===== src/imf_pkg.sv =====
/*
 * Package for the i2c master event-flag block: register map, field
 * positions, reset values, bus timing minima and shared types.
 * Assumes a 10 MHz core clock shared with the processor.
 */
package imf_pkg;
   localparam int CLK_NS = 100;
   // bus timing minima, nanoseconds, standard mode
   localparam int T_SU_STA_NS = 4700;
   localparam int T_HD_STA_NS = 4000;
   localparam int T_LOW_NS = 4700;
   localparam int T_HIGH_NS = 4000;
   localparam int T_SU_STO_NS = 4000;
   localparam int T_BUF_NS = 4700;
   // least times round up to whole cycles
   localparam int T_SU_STA_CYC = (T_SU_STA_NS + CLK_NS - 1) / CLK_NS;
   localparam int T_HD_STA_CYC = (T_HD_STA_NS + CLK_NS - 1) / CLK_NS;
   localparam int T_LOW_CYC = (T_LOW_NS + CLK_NS - 1) / CLK_NS;
   localparam int T_HIGH_CYC = (T_HIGH_NS + CLK_NS - 1) / CLK_NS;
   localparam int T_SU_STO_CYC = (T_SU_STO_NS + CLK_NS - 1) / CLK_NS;
   localparam int T_BUF_CYC = (T_BUF_NS + CLK_NS - 1) / CLK_NS;

   localparam int CNT_W = 16;
   localparam logic [3:0] OFS_CMD = 4'h0;
   localparam logic [3:0] OFS_STATUS = 4'h4;
   localparam logic [3:0] OFS_MASK = 4'h8;
   localparam logic [3:0] OFS_DIV = 4'hC;

   // command bits of the command register (write only)
   localparam int CMD_START = 0;
   localparam int CMD_STOP = 1;
   localparam int CMD_ACK = 2;
   // status layout: flags [2:0], busy [3], held cause [6:4]
   localparam int FLG_START = 0;
   localparam int FLG_STOP = 1;
   localparam int FLG_NACK = 2;
   localparam int STS_BUSY = 3;
   localparam int STS_HELD = 4;

   localparam logic [2:0] MASK_RST = 3'h0;
   // half period of scl in clock cycles: 50 gives 100 kHz
   localparam logic [CNT_W-1:0] DIV_RST = 16'h0032;

   typedef struct packed {
      logic scl;
      logic sda;
      logic start;
      logic stop;
   } imf_bus_t;
endpackage : imf_pkg


===== src/imf_bus_monitor.sv =====
/*
 * Bus monitor: brings scl and sda into the core clock domain and
 * reports START and STOP conditions seen on the wire as pulses.
 * Assumes both lines are open-drain and pulled up outside.
 */
`timescale 1ns/1ps
module imf_bus_monitor
   import imf_pkg::*;
(
   input wire logic clk_i,
   input wire logic rst_i,
   input wire logic scl_i,
   input wire logic sda_i,
   output imf_bus_t bus_o
);
   logic [1:0] scl_meta, sda_meta;
   logic scl_q, sda_q;
   imf_bus_t next_bus;

   always_comb begin
      next_bus.scl = scl_meta[1];
      next_bus.sda = sda_meta[1];
      // only the second stage and its delayed copy are compared
      next_bus.start = scl_meta[1] && scl_q && sda_q && !sda_meta[1];
      next_bus.stop = scl_meta[1] && scl_q && !sda_q && sda_meta[1];
   end

   always_ff @(posedge clk_i or posedge rst_i) begin
      if (rst_i) begin
         scl_meta <= 2'h3;
         sda_meta <= 2'h3;
         scl_q <= 1'b1;
         sda_q <= 1'b1;
         bus_o <= '{scl: 1'b1, sda: 1'b1, start: 1'b0, stop: 1'b0};
      end else begin
         scl_meta <= {scl_meta[0], scl_i};
         sda_meta <= {sda_meta[0], sda_i};
         scl_q <= scl_meta[1];
         sda_q <= sda_meta[1];
         bus_o <= next_bus;
      end
   end
endmodule : imf_bus_monitor


===== src/imf_event_ctrl.sv =====
/*
 * I2C master condition generator with self-clearing event flags and a
 * glitch-free interrupt request. Register port: address, write data,
 * write and read strobes, read data one cycle later.
 * Assumes global_irq_enable_i comes from the processor on clk_i.
 */
// Chosen here: the register offsets and the address-and-strobe port.
`timescale 1ns/1ps
// Summary of operation
// START and repeated START setup and hold times are met at every divider.
// a stretching slave is waited for, so a START never shortens a phase.
// software may keep scl below 50 kHz, which this design does not need.
// start, stop and nack flags are cleared by hardware on bus events.
// a flag with its enable set is pending whatever the global enable.
// a flag cleared right after the global enable rises never drops irq.
// software may clear the local enables before the global enable.
// a request present at the global enable rise holds until status read.
module imf_event_ctrl
   import imf_pkg::*;
#(
   parameter int DIV_W = CNT_W
)(
   input wire logic clk_i,
   input wire logic rst_i,
   input wire logic [3:0] addr_i,
   input wire logic [31:0] wdata_i,
   input wire logic wr_i,
   input wire logic rd_i,
   output logic [31:0] rdata_o,
   input wire logic scl_i,
   output logic scl_o,
   output logic scl_oe_o,
   input wire logic sda_i,
   output logic sda_o,
   output logic sda_oe_o,
   input wire logic global_irq_enable_i,
   output logic irq_o
);
   // refused at elaboration: divider field must fit the phase counter
   if (DIV_W < 8 || DIV_W > CNT_W) begin : g_div_w_check
      $error("imf_event_ctrl: DIV_W out of range");
   end

   typedef enum logic [3:0] {
      ST_IDLE, ST_RS_REL, ST_RS_RISE, ST_STA_SU, ST_STA_HD, ST_STA_LOW,
      ST_STO_LOW, ST_STO_RISE, ST_STO_SU, ST_STO_BUF,
      ST_ACK_LOW, ST_ACK_RISE, ST_ACK_HIGH
   } imf_state_t;

   imf_bus_t bus;
   imf_state_t state, next_state;
   logic [CNT_W-1:0] cnt, next_cnt;
   logic scl_low, next_scl_low;
   logic sda_low, next_sda_low;
   logic [2:0] flags, next_flags;
   logic [2:0] mask, next_mask;
   logic [2:0] held, next_held;
   logic [DIV_W-1:0] div, next_div;
   logic global_irq_enable_q;
   logic next_irq;
   logic [31:0] next_rdata;
   logic nack_set;

   // a phase lasts the programmed half period, never under its minimum
   function automatic logic [CNT_W-1:0] phase(input logic [DIV_W-1:0] d,
                                              input int tmin);
      logic [CNT_W-1:0] m;
      m = CNT_W'(tmin);
      if (CNT_W'(d) > m)
         m = CNT_W'(d);
      return m - 16'h0001;
   endfunction : phase

   imf_bus_monitor u_mon (
      .clk_i(clk_i),
      .rst_i(rst_i),
      .scl_i(scl_i),
      .sda_i(sda_i),
      .bus_o(bus)
   );

   always_comb begin
      next_state = state;
      next_cnt = (cnt != '0) ? cnt - 16'h0001 : cnt;
      next_scl_low = scl_low;
      next_sda_low = sda_low;
      nack_set = 1'b0;
      case (state)
         ST_IDLE: begin
            if (wr_i && addr_i == OFS_CMD) begin
               if (wdata_i[CMD_START]) begin
                  next_state = ST_RS_REL;
                  next_cnt = phase(div, T_LOW_CYC);
               end else if (wdata_i[CMD_STOP]) begin
                  next_state = ST_STO_LOW;
                  next_cnt = phase(div, T_LOW_CYC);
               end else if (wdata_i[CMD_ACK]) begin
                  next_state = ST_ACK_LOW;
                  next_cnt = phase(div, T_LOW_CYC);
               end
            end
         end
         ST_RS_REL: begin
            next_sda_low = 1'b0;
            if (cnt == '0) begin
               next_state = ST_RS_RISE;
            end
         end
         ST_RS_RISE: begin
            next_scl_low = 1'b0;
            // clock stretching: setup counts only once scl is high
            if (bus.scl && !scl_low) begin
               next_state = ST_STA_SU;
               next_cnt = phase(div, T_SU_STA_CYC);
            end
         end
         ST_STA_SU: begin
            if (cnt == '0) begin
               next_state = ST_STA_HD;
               next_sda_low = 1'b1;
               next_cnt = phase(div, T_HD_STA_CYC);
            end
         end
         ST_STA_HD: begin
            if (cnt == '0) begin
               next_state = ST_STA_LOW;
               next_scl_low = 1'b1;
               next_cnt = phase(div, T_LOW_CYC);
            end
         end
         ST_STA_LOW: begin
            if (cnt == '0)
               next_state = ST_IDLE;
         end
         ST_STO_LOW: begin
            next_sda_low = 1'b1;
            if (cnt == '0)
               next_state = ST_STO_RISE;
         end
         ST_STO_RISE: begin
            next_scl_low = 1'b0;
            if (bus.scl && !scl_low) begin
               next_state = ST_STO_SU;
               next_cnt = phase(div, T_SU_STO_CYC);
            end
         end
         ST_STO_SU: begin
            if (cnt == '0) begin
               next_state = ST_STO_BUF;
               next_sda_low = 1'b0;
               next_cnt = phase(div, T_BUF_CYC);
            end
         end
         ST_STO_BUF: begin
            if (cnt == '0)
               next_state = ST_IDLE;
         end
         ST_ACK_LOW: begin
            next_sda_low = 1'b0;
            if (cnt == '0)
               next_state = ST_ACK_RISE;
         end
         ST_ACK_RISE: begin
            next_scl_low = 1'b0;
            if (bus.scl && !scl_low) begin
               next_state = ST_ACK_HIGH;
               next_cnt = phase(div, T_HIGH_CYC);
            end
         end
         ST_ACK_HIGH: begin
            if (cnt == '0) begin
               nack_set = bus.sda;
               next_scl_low = 1'b1;
               next_state = ST_IDLE;
            end
         end
         default: begin
            next_state = ST_IDLE;
            next_scl_low = 1'b0;
            next_sda_low = 1'b0;
         end
      endcase
   end

   always_ff @(posedge clk_i or posedge rst_i) begin
      if (rst_i) begin
         state <= ST_IDLE;
         cnt <= '0;
         scl_low <= 1'b0;
         sda_low <= 1'b0;
      end else begin
         state <= next_state;
         cnt <= next_cnt;
         scl_low <= next_scl_low;
         sda_low <= next_sda_low;
      end
   end

   // flags, enables, divider and the held request
   always_comb begin
      next_flags = flags;
      next_mask = mask;
      next_div = div;
      next_held = held;
      // bus events retire the opposite flags
      if (bus.stop)
         next_flags[FLG_START] = 1'b0;
      if (bus.start) begin
         next_flags[FLG_STOP] = 1'b0;
         next_flags[FLG_NACK] = 1'b0;
      end
      if (wr_i && addr_i == OFS_STATUS)
         next_flags = next_flags & ~wdata_i[2:0];
      if (wr_i && addr_i == OFS_MASK)
         next_mask = wdata_i[2:0];
      if (wr_i && addr_i == OFS_DIV)
         next_div = wdata_i[DIV_W-1:0];
      // sets win over any clear in the same cycle
      if (bus.start)
         next_flags[FLG_START] = 1'b1;
      if (bus.stop)
         next_flags[FLG_STOP] = 1'b1;
      if (nack_set)
         next_flags[FLG_NACK] = 1'b1;
      // freeze the cause seen as the global enable rises
      if (rd_i && addr_i == OFS_STATUS)
         next_held = '0;
      if (global_irq_enable_i && !global_irq_enable_q && |(flags & mask))
         next_held = held | (flags & mask);
      // pending needs only flag and enable, not the global enable
      next_irq = |(next_flags & next_mask) | |next_held;
   end

   always_ff @(posedge clk_i or posedge rst_i) begin
      if (rst_i) begin
         flags <= '0;
         mask <= MASK_RST;
         div <= DIV_W'(DIV_RST);
         held <= '0;
         global_irq_enable_q <= 1'b0;
         irq_o <= 1'b0;
      end else begin
         flags <= next_flags;
         mask <= next_mask;
         div <= next_div;
         held <= next_held;
         global_irq_enable_q <= global_irq_enable_i;
         irq_o <= next_irq;
      end
   end

   // read data stand only in the cycle after the strobe
   always_comb begin
      next_rdata = 32'h0000_0000;
      if (rd_i) begin
         case (addr_i)
            OFS_STATUS: begin
               next_rdata[2:0] = flags;
               next_rdata[STS_BUSY] = (state != ST_IDLE);
               next_rdata[STS_HELD +: 3] = held;
            end
            OFS_MASK: next_rdata[2:0] = mask;
            OFS_DIV: next_rdata[DIV_W-1:0] = div;
            default: next_rdata = 32'h0000_0000;
         endcase
      end
   end

   always_ff @(posedge clk_i or posedge rst_i) begin
      if (rst_i) begin
         rdata_o <= 32'h0000_0000;
         scl_o <= 1'b0;
         sda_o <= 1'b0;
         scl_oe_o <= 1'b0;
         sda_oe_o <= 1'b0;
      end else begin
         rdata_o <= next_rdata;
         scl_o <= 1'b0;
         sda_o <= 1'b0;
         scl_oe_o <= next_scl_low;
         sda_oe_o <= next_sda_low;
      end
   end
endmodule : imf_event_ctrl


===== config.mk =====
export PLATFORM = sky130hd
export DESIGN_NAME = imf_event_ctrl
export DESIGN_NICKNAME = d
export VERILOG_FILES = /design/src/imf_pkg.sv /design/src/imf_bus_monitor.sv /design/src/imf_event_ctrl.sv
export SDC_FILE = /design/constraint.sdc
export NUM_CORES = 1
export LEC_CHECK = 0
export BUFFER_PORTS_ARGS = -buffer_cell sky130_fd_sc_hd__buf_2
export CAP_MARGIN = 25
export CORE_MARGIN = 1.5
export CORE_UTILIZATION = 43
export DETAILED_ROUTE_END_ITERATION = 8
export GPL_TIMING_DRIVEN = 0
export SETUP_SLACK_MARGIN = 0.02
export SYNTH_ARGS = -nofsm -noshare
export SYNTH_HDL_FRONTEND = slang
export SYNTH_SLANG_ARGS = --single-unit

===== constraint.sdc =====
create_clock -name clk_i -period 4.3 [get_ports clk_i]
set_input_delay 0.43 -clock clk_i [delete_from_list [all_inputs] [get_ports clk_i]]
set_output_delay 0.43 -clock clk_i [all_outputs]
set_load 0.02 [all_outputs]

==> impl_metrics.json, run 1 <==
{
  "cts_made_buffers": 9,
  "synth_cells": 411,
  "finClkSkew_ns": 0.0122,
  "synth_area_um2": 4090,
  "drt_iter0_drc": 126,
  "r2r_start": "div[10]",
  "post-place-ws_ns": 1.32,
  "htreeDepth": 3,
  "antenna_left": 0,
  "wire_per_inst_um": 15.7,
  "hold_buffers": 0,
  "dpl_cell_area_um2": 4540,
  "overflow": 0,
  "cts_tree": "built",
  "post-route-drc-count": 0,
  "routabilityCongestion": 0.867,
  "slew_headroom_pct": 41.5,
  "synth_async_sr_flop_share_pct": 100,
  "crit_type": "flop to flop",
  "worst_slew_pin_slew_ns": 0.877,
  "viasPerCell": 5.43,
  "die_h_um": 101,
  "synth-seq-area-share_pct": 44.9,
  "hpwl_mm": 7.13,
  "area_growth_pct": 16.9,
  "fin_crit_ns": 3.06,
  "synth_commonest_cells": "64 x dfrtp_1, 30 x nand2_1, 25 x nor2_1",
  "die_area_um2": 10100,
  "status": "complete, no violations",
  "fmax_ghz": 0.327,
  "clock-sinks": 73,
  "path_max_fanout": 7,
  "ys_types": 70,
  "crit_chain": "or4_1 -> buf_2 -> or4b_4 -> o21ai_4 -> ha_1 -> a21boi_2 -> a211o_1 -> a211o_2",
  "synth_area_leaders": "dfrtp_1 39%, mux2_2 6.3%, dfstp_2 5.8%",
  "slowest_stage": "or4b_4",
  "rsz0062_at_grt": "no",
  "cts_setup_buffers": 0,
  "rows": 35,
  "yosys_warnings": 0,
  "start_util_pct": 44.3,
  "leakage_nw": 2.16,
  "fin_crit_sh_pct": 71.2,
  "clk-insertion-delay-late_ns": 0.36,
  "grt_pass1_vias": 3190,
  "slowest_delay_ns": 0.55,
  "clockRootBuffer": "clkbuf_8",
  "synth_top_area_share_pct": 39.1,
  "critPathRequiredTime_ns": 4.54,
  "cts_buffer_depth": 2,
  "synth.most_common_cell": "dfrtp_1",
  "grt_usage_pct": 20.0,
  "post-route-cell-area_um2": 4780,
  "wirelength_mm": 9.70,
  "end_kind": "flop",
  "die_w_um": 101,
  "avgSynthCellArea_um2": 9.96,
  "hold_start": "sda_i",
  "fin_ws_ns": 1.24,
  "pin_count": 80,
  "hp-class": "input pin to flop",
  "post_cts_resized": 0,
  "vias": 3350,
  "crit_arrival_ns": 3.30,
  "power.density_nw_per_um2": 609,
  "hold_violations": 0,
  "grt_max_degree": 74,
  "synthFlopType": "dfrtp_1",
  "ys_seq_elements": 73,
  "place_inst": 601,
  "ir_worst_vdd_mv": 0.316,
  "fin_setup_tns_ns": 0,
  "drive_gt1_share_pct": 26.0,
  "antenna_cells": 0,
  "final_nets": 529,
  "setup.worst_path.start": "div[10]",
  "drv_cap": 0,
  "p_total_w": 0.00291,
  "synth_top_cell_by_area": "dfrtp_1",
  "final_cells": 617,
  "io_buffer_count": 44,
  "clkTransAtPathRegs_ns": 0.09,
  "start_kind": "flop",
  "setup_viol": 0,
  "drv_slew": 0,
  "antenna_found_initial": 0,
  "grt_first_pass_wirelength_mm": 15.7,
  "synth_edf_count": 0,
  "first_pass_iters": 4,
  "coreArea_um2": 9240
}
[final cells by class]
class | instances | area, µm²
Fill cell | 856 | 4460
Multi-Input combinational cell | 309 | 2070
Sequential cell | 73 | 1840
Timing Repair Buffer | 44 | 220
Buffer | 34 | 203
Tap cell | 129 | 161
Clock buffer | 10 | 128
Clock inverter | 6 | 115
Inverter | 12 | 47.5
[sequential cells by signal, summed over array words and instances, names as in the netlist]
| signal | count |
|---|---|
| cnt | 16 |
| div | 16 |
| flags | 3 |
| global_irq_enable_q | 1 |
| held | 3 |
| irq_o | 1 |
| mask | 3 |
| rdata_o | 16 |
| scl_oe_o | 1 |
| sda_oe_o | 1 |
| state | 4 |
| u_mon.bus_o | 3 |
| u_mon.scl_meta | 2 |
| u_mon.sda_meta | 2 |
| u_mon.sda_q | 1 |
[per-layer routing]
| metal | GRT usage, % | part of all wire (%) |
|---|---|---|
| met1 | 25.5 | 46 |
| met2 | 33.6 | 49 |
| met3 | 4.65 | 4.0 |
| met4 | 6.50 | 1.2 |
| met5 | 0 | 0 |
[through the flow]
stage               util, %  hold slack [ns]
finish                 51.8            0.160
detailed placement     49.2            0.347
floorplan                 -            0.345
CTS                    51.8            0.145
global route           51.8            0.138
global placement       49.1            0.349
[cells in the final DEF, fill, tap and decap left out, types with 6 or more instances in the layout]
cell type	n
nand2_1	30
nand2b_1	7
clkbuf_1	11
inv_1	11
buf_4	18
dfstp_2	9
xor2_1	9
xnor2_1	8
and2_1	13
mux2i_1	9
nor2_1	25
nor3_1	18
mux2_2	23
a21oi_1	17
conb_1	18
buf_2	50
nand3_1	9
clkbuf_8	9
o21ai_0	15
a22oi_1	6
dfrtp_1	64
[logic make-up (layout without fill, tap and decap cells)]
family	count (synthesis)	count (layout)	share of synthesized area (%)
AOI/OAI and AO/OA	96	96	17.1
xor gates and xnor gates	17	17	3.64
DFF	73	73	44.9
muxes	32	32	8.53
buffers and inverters	46	106	6.05
adders and majority gates	3	3	0.917
and+or+nand+nor	143	143	18.8
other	1	18	0.0916
[worst paths after layout]
check / endpoint / slack (ns) / cells after the start
max in group asynchronous: cnt[8] / 3.47 / 2
min in group asynchronous: mask[1] / 0.25 / 2
worst min-delay path: u_mon.sda_meta[0] / 0.16 / 1
worst min register to register: u_mon.scl_meta[1] / 0.36 / 0
worst max-delay path: cnt[8] / 1.24 / 8
worst max register to register: cnt[8] / 1.24 / 8
[power by group]
group / total (W) / internal, W / leakage (nW) / switching [W]
clock network: 0.000660 / 0.000390 / 0.117 / 0.000271
registers: 0.00102 / 0.000861 / 0.910 / 0.000160
logic: 0.00123 / 0.000517 / 1.13 / 0.000716
total: 0.00291 / 0.00177 / 2.16 / 0.00115
[worst max-delay path, delay by kind of cell (launching register included)]
kind | cells | cell delay (ns)
AOI/OAI and AO/OA | 4 | 0.94
adders and majority gates | 1 | 0.31
buffers and inverters | 1 | 0.18
DFF | 1 | 0.45
and+or+nand+nor | 2 | 1.06
Note: power is estimated with default switching activity, not from simulation.
==> run 2, diff against run 1 <==
==> constraint.sdc (replaced) <==
create_clock -name clk_i -period 2.9 [get_ports clk_i]
set_input_delay 0.29 -clock clk_i [delete_from_list [all_inputs] [get_ports clk_i]]
set_output_delay 0.29 -clock clk_i [all_outputs]
set_load 0.02 [all_outputs]
==> impl_metrics.json, run 2 (synthesis gave the netlist of run 1 again) <==
{
  "status": "complete, no violations",
  "worst_slew_pin_slew_ns": 0.878,
  "reg2reg_to": "cnt[10]",
  "first_pass_iters": 4,
  "hold_ws_ns": 0.0276,
  "rrSetupSlack_ns": 0.01,
  "place_inst": 601,
  "whs_path_depth": 1,
  "fin_ws_ns": 0.00969,
  "die_w_um": 101,
  "power.density_nw_per_um2": 898,
  "io_buffer_count": 44,
  "htreeDepth": 3,
  "final_cells": 626,
  "rsz0062_at_grt": "yes",
  "critPathTopFamily": "simple AND/OR/NAND/NOR gates",
  "antenna_cells": 0,
  "largest_registers": "cnt: 16 flops, div: 16 flops, rdata_o: 16 flops",
  "fin_crit_ns": 2.89,
  "cts_made_buffers": 9,
  "power.internal_w": 0.00266,
  "hp-class": "input pin to flop",
  "hold_violations": 0,
  "fin_crit_sh_pct": 99.7,
  "leakage_nw": 2.22,
  "overflow": 0,
  "p_sw_share_pct": 39.3,
  "grt_max_degree": 74,
  "cts_tree": "built",
  "crit_arrival_ns": 3.13,
  "drive_gt1_share_pct": 27.8,
  "final_cell_mix": "63 x dfrtp_1, 49 x buf_2, 30 x nand2_1, 26 x buf_4, 25 x nor2_1",
  "clk-insertion-delay-late_ns": 0.36,
  "hold_start": "scl_i",
  "wirelength_mm": 9.82,
  "area_growth_pct": 19.4,
  "fmax_ghz": 0.346,
  "post-route-cell-area_um2": 4890,
  "grt_usage_pct": 20.1,
  "start_kind": "flop",
  "ir_worst_vdd_mv": 0.472,
  "critPathRequiredTime_ns": 3.14,
  "start_util_pct": 44.3,
  "crit_chain": "or4_4 -> buf_6 -> or4b_4 -> o21ai_4 -> ha_4 -> a21boi_2 -> a211o_1 -> a221o_1",
  "antenna_found_initial": 0,
  "pin_count": 80,
  "routabilityCongestion": 0.867,
  "p_switching_w": 0.00172,
  "die_h_um": 101,
  "seqPwrFrac_pct": 34.5,
  "final_common_cell": "dfrtp_1",
  "viasPerCell": 5.47,
  "clockPowerShare_pct": 22.3,
  "r2r_cells": 8,
  "crit_type": "flop to flop",
  "final_nets": 538,
  "antenna_left": 0,
  "drv_slew": 0,
  "vias": 3424,
  "clock-sinks": 73,
  "clockRootBuffer": "clkbuf_8",
  "end_kind": "flop",
  "dpl_cell_area_um2": 4540,
  "path_max_fanout": 5,
  "rows": 35,
  "coreArea_um2": 9240,
  "finClkSkew_ns": 0.0123,
  "post-place-ws_ns": -0.0819,
  "fill_cells": 848,
  "wire_per_inst_um": 15.7,
  "post-route-drc-count": 0,
  "hold_end": "u_mon.scl_meta[0]",
  "grt_first_pass_wirelength_mm": 15.7,
  "drt_iter0_drc": 144,
  "drv_cap": 0,
  "hpwl_mm": 7.13,
  "clkTransAtPathRegs_ns": 0.09,
  "r2r_start": "div[10]",
  "slew_headroom_pct": 41.5,
  "p_total_w": 0.00439,
  "cts_buffer_depth": 2,
  "grt_pass1_vias": 3203,
  "setup_viol": 0,
  "slowest_stage": "or4b_4",
  "slowest_delay_ns": 0.57,
  "die_area_um2": 10100,
  "combPwrFrac_pct": 43.2,
  "crit_buf_inv": 1
}
run 2: per-layer routing:
layer	global-route usage [%]	vias to the layer above	part of all wire, %
met3	4.65	9	3.4
met5	0	-	0
met2	33.8	75	49
met4	6.50	0	1.2
li1	-	1638	-
met1	25.6	1702	46
run 2: layout make-up:
class,instances,area [µm²],share of cell area (%)
Buffer,34,209,4.28
Clock inverter,6,115,2.36
Timing Repair Buffer,53,290,5.94
Inverter,12,47.5,0.973
Sequential cell,73,1840,37.6
Tap cell,129,161,3.30
Multi-Input combinational cell,309,2100,42.9
Clock buffer,10,128,2.61
run 2: what timing repair did:
action / 4_1_cts / 5_1_grt
pin swaps: 1 / 8
setup endpoints to repair: 4 / 4
resized for setup: 3 / 5
hold endpoints to repair: 0 / 1
hold buffers: 0 / 1
setup buffers: 0 / 8
run 2: worst max-delay path by stage:
stage	from	end	slack [ns]	cells past startpoint
floorplan	div[11]	cnt[8]	0.15	8
global placement	rst_i	cnt[15]	-0.11	2
detailed placement	div[10]	cnt[8]	-0.08	8
CTS	div[10]	cnt[8]	0.004	8
global route	div[10]	cnt[10]	-0.04	8
finish	div[10]	cnt[10]	0.01	8
run 2: stage by stage:
stage	utilization [%]	TNS (ns)
after floorplan	-	0
after global placement	49.1	-7.00
after detailed placement	49.2	-0.196
after CTS	52.0	0
after global routing	52.9	-0.0768
final	52.9	0
run 2: power by group through the flow:
stage                     clock, W  combinational (W)  sequential (W)
after floorplan                  0            0.00141         0.00147
after global placement           0            0.00179         0.00152
after detailed placement         0            0.00182         0.00153
after CTS                  0.00101            0.00184         0.00151
after global routing       0.00105            0.00209         0.00155
final                     0.000980            0.00189         0.00151
==> run 3, diff against run 2 <==
--- a/config.mk
+++ b/config.mk
@@ -6,11 +6,12 @@
 export NUM_CORES = 1
 export LEC_CHECK = 0
 export BUFFER_PORTS_ARGS = -buffer_cell sky130_fd_sc_hd__buf_2
-export CAP_MARGIN = 25
+export CORE_ASPECT_RATIO = 0.5
 export CORE_MARGIN = 1.5
 export CORE_UTILIZATION = 43
 export DETAILED_ROUTE_END_ITERATION = 8
 export GPL_TIMING_DRIVEN = 0
+export REMOVE_ABC_BUFFERS = 1
 export SETUP_SLACK_MARGIN = 0.02
 export SYNTH_ARGS = -nofsm -noshare
 export SYNTH_HDL_FRONTEND = slang
==> impl_metrics.json, run 3 (synthesis gave the netlist of run 1 again) <==
{
  "power.density_nw_per_um2": 927,
  "slew_headroom_pct": 46.4,
  "worst_slew_pin_slew_ns": 0.797,
  "clockRootBuffer": "clkbuf_16",
  "grt_pass1_vias": 3034,
  "htreeDepth": 3,
  "antenna_cells": 0,
  "critPathRequiredTime_ns": 3.12,
  "routabilityCongestion": 0.867,
  "antenna_found_initial": 0,
  "end_kind": "flop",
  "ir_worst_vdd_mv": 0.419,
  "die_h_um": 72.0,
  "fin_setup_tns_ns": 0,
  "rows": 24,
  "hp-class": "input pin to async pin",
  "finClkSkew_ns": 0.00313,
  "overflow": 0,
  "cts_setup_buffers": 0,
  "leakage_nw": 2.07,
  "cts_buffer_depth": 2,
  "fin_crit_ns": 2.79,
  "io_buffer_count": 45,
  "post-route-drc-count": 0,
  "first_pass_iters": 5,
  "area_growth_pct": 14.1,
  "vias": 3193,
  "hpwl_mm": 6.63,
  "grt_max_degree": 74,
  "drv_slew": 0,
  "wirelength_mm": 9.16,
  "hold_buffers": 0,
  "drv_cap": 0,
  "final_common_cell": "dfrtp_1",
  "cts_made_buffers": 9,
  "rsz0062_at_grt": "no",
  "drive_gt1_share_pct": 23.7,
  "die_w_um": 141,
  "start_kind": "flop",
  "wirelength_met1_mm": 4.72,
  "viasPerCell": 5.57,
  "place_inst": 557,
  "clock-sinks": 73,
  "p_total_w": 0.00433,
  "start_util_pct": 45.6,
  "wl_met2_mm": 3.92,
  "dr_wl_met3_um": 402,
  "die_area_um2": 10200,
  "cts_tree": "built",
  "drt_iter0_drc": 254,
  "wire_per_inst_um": 16.0,
  "setup_viol": 0,
  "path_max_fanout": 7,
  "fin_crit_sh_pct": 96.2,
  "clk-insertion-delay-late_ns": 0.33,
  "final_nets": 497,
  "final_cell_mix": "64 x dfrtp_1, 45 x buf_2, 30 x nand2_1, 25 x nor2_1, 23 x mux2_2",
  "final_cells": 573,
  "crit_type": "flop to flop",
  "crit_arrival_ns": 3.01,
  "pin_count": 80,
  "grt_first_pass_wirelength_mm": 15.3,
  "hold_violations": 0,
  "grt_usage_pct": 19.4,
  "largest_registers": "cnt: 16 flops, div: 16 flops, rdata_o: 16 flops",
  "clkTransAtPathRegs_ns": 0.06,
  "antenna_left": 0,
  "coreArea_um2": 8980,
  "fmax_ghz": 0.358,
  "dpl_cell_area_um2": 4360,
  "top_layer": "met4",
  "post-route-cell-area_um2": 4670,
  "status": "complete, no violations"
}
==> run 3: layout make-up <==
class,instances,area [µm²]
Clock inverter,5,37.5
Inverter,12,47.5
Tap cell,117,146
Sequential cell,73,1840
Timing Repair Buffer,46,253
Fill cell,793,4310
Clock buffer,11,253
Multi-Input combinational cell,309,2100
==> run 3: layer usage <==
layer  global-route usage [%]  vias to the layer above
li1                         -                     1563
met1                     28.2                     1529
met2                     28.0                       89
met3                     5.15                       12
met4                     6.83                        0
met5                        0                        -
==> run 3: worst max-delay path, cell delays in order (launching register included) <==
cell and delay, ns:
dfrtp_1 0.43, or4_4 0.60, or4b_4 0.56, o21ai_4 0.20, ha_4 0.19, a21boi_2 0.06, a211o_1 0.28, a211o_2 0.35
==> run 3: what timing repair did <==
| action | in CTS | in global routing |
|---|---|---|
| gates resized for setup | 2 | 2 |
| pin swaps | 0 | 1 |
| endpoints found under the setup margin | 4 | 4 |
==> run 3: path summary, 6_finish.rpt <==
path / start / endpoint / slack, ns / cells after the start
worst max-delay path: div[10] / cnt[8] / 0.11 / 7
worst min-delay path: rst_i / global_irq_enable_q / 0.03 / 3
worst max register to register: div[10] / cnt[8] / 0.11 / 7
worst min register to register: u_mon.sda_meta[0] / u_mon.sda_meta[1] / 0.36 / 0
max in group asynchronous: rst_i / div[5] / 2.54 / 3
min in group clk_i: scl_i / u_mon.scl_meta[0] / 0.05 / 1
==> run 3: power breakdown <==
group,switching (W),internal [W]
Combinational,0.000913,0.000724
Clock,0.000434,0.000630
Sequential,0.000354,0.00128
==> run 3: metrics by stage <==
| step | util [%] | hold slack (ns) | setup WS, ns |
|---|---|---|---|
| 2_1_floorplan | - | 0.294 | 0.150 |
| 3_3_place_gp | 48.2 | 0.347 | -0.144 |
| 3_5_place_dp | 48.5 | 0.348 | -0.103 |
| 4_1_cts | 51.8 | 0.0391 | 0.0340 |
| 5_1_grt | 52.0 | 0.0324 | 0.0344 |
| 6_report | 52.0 | 0.0322 | 0.109 |
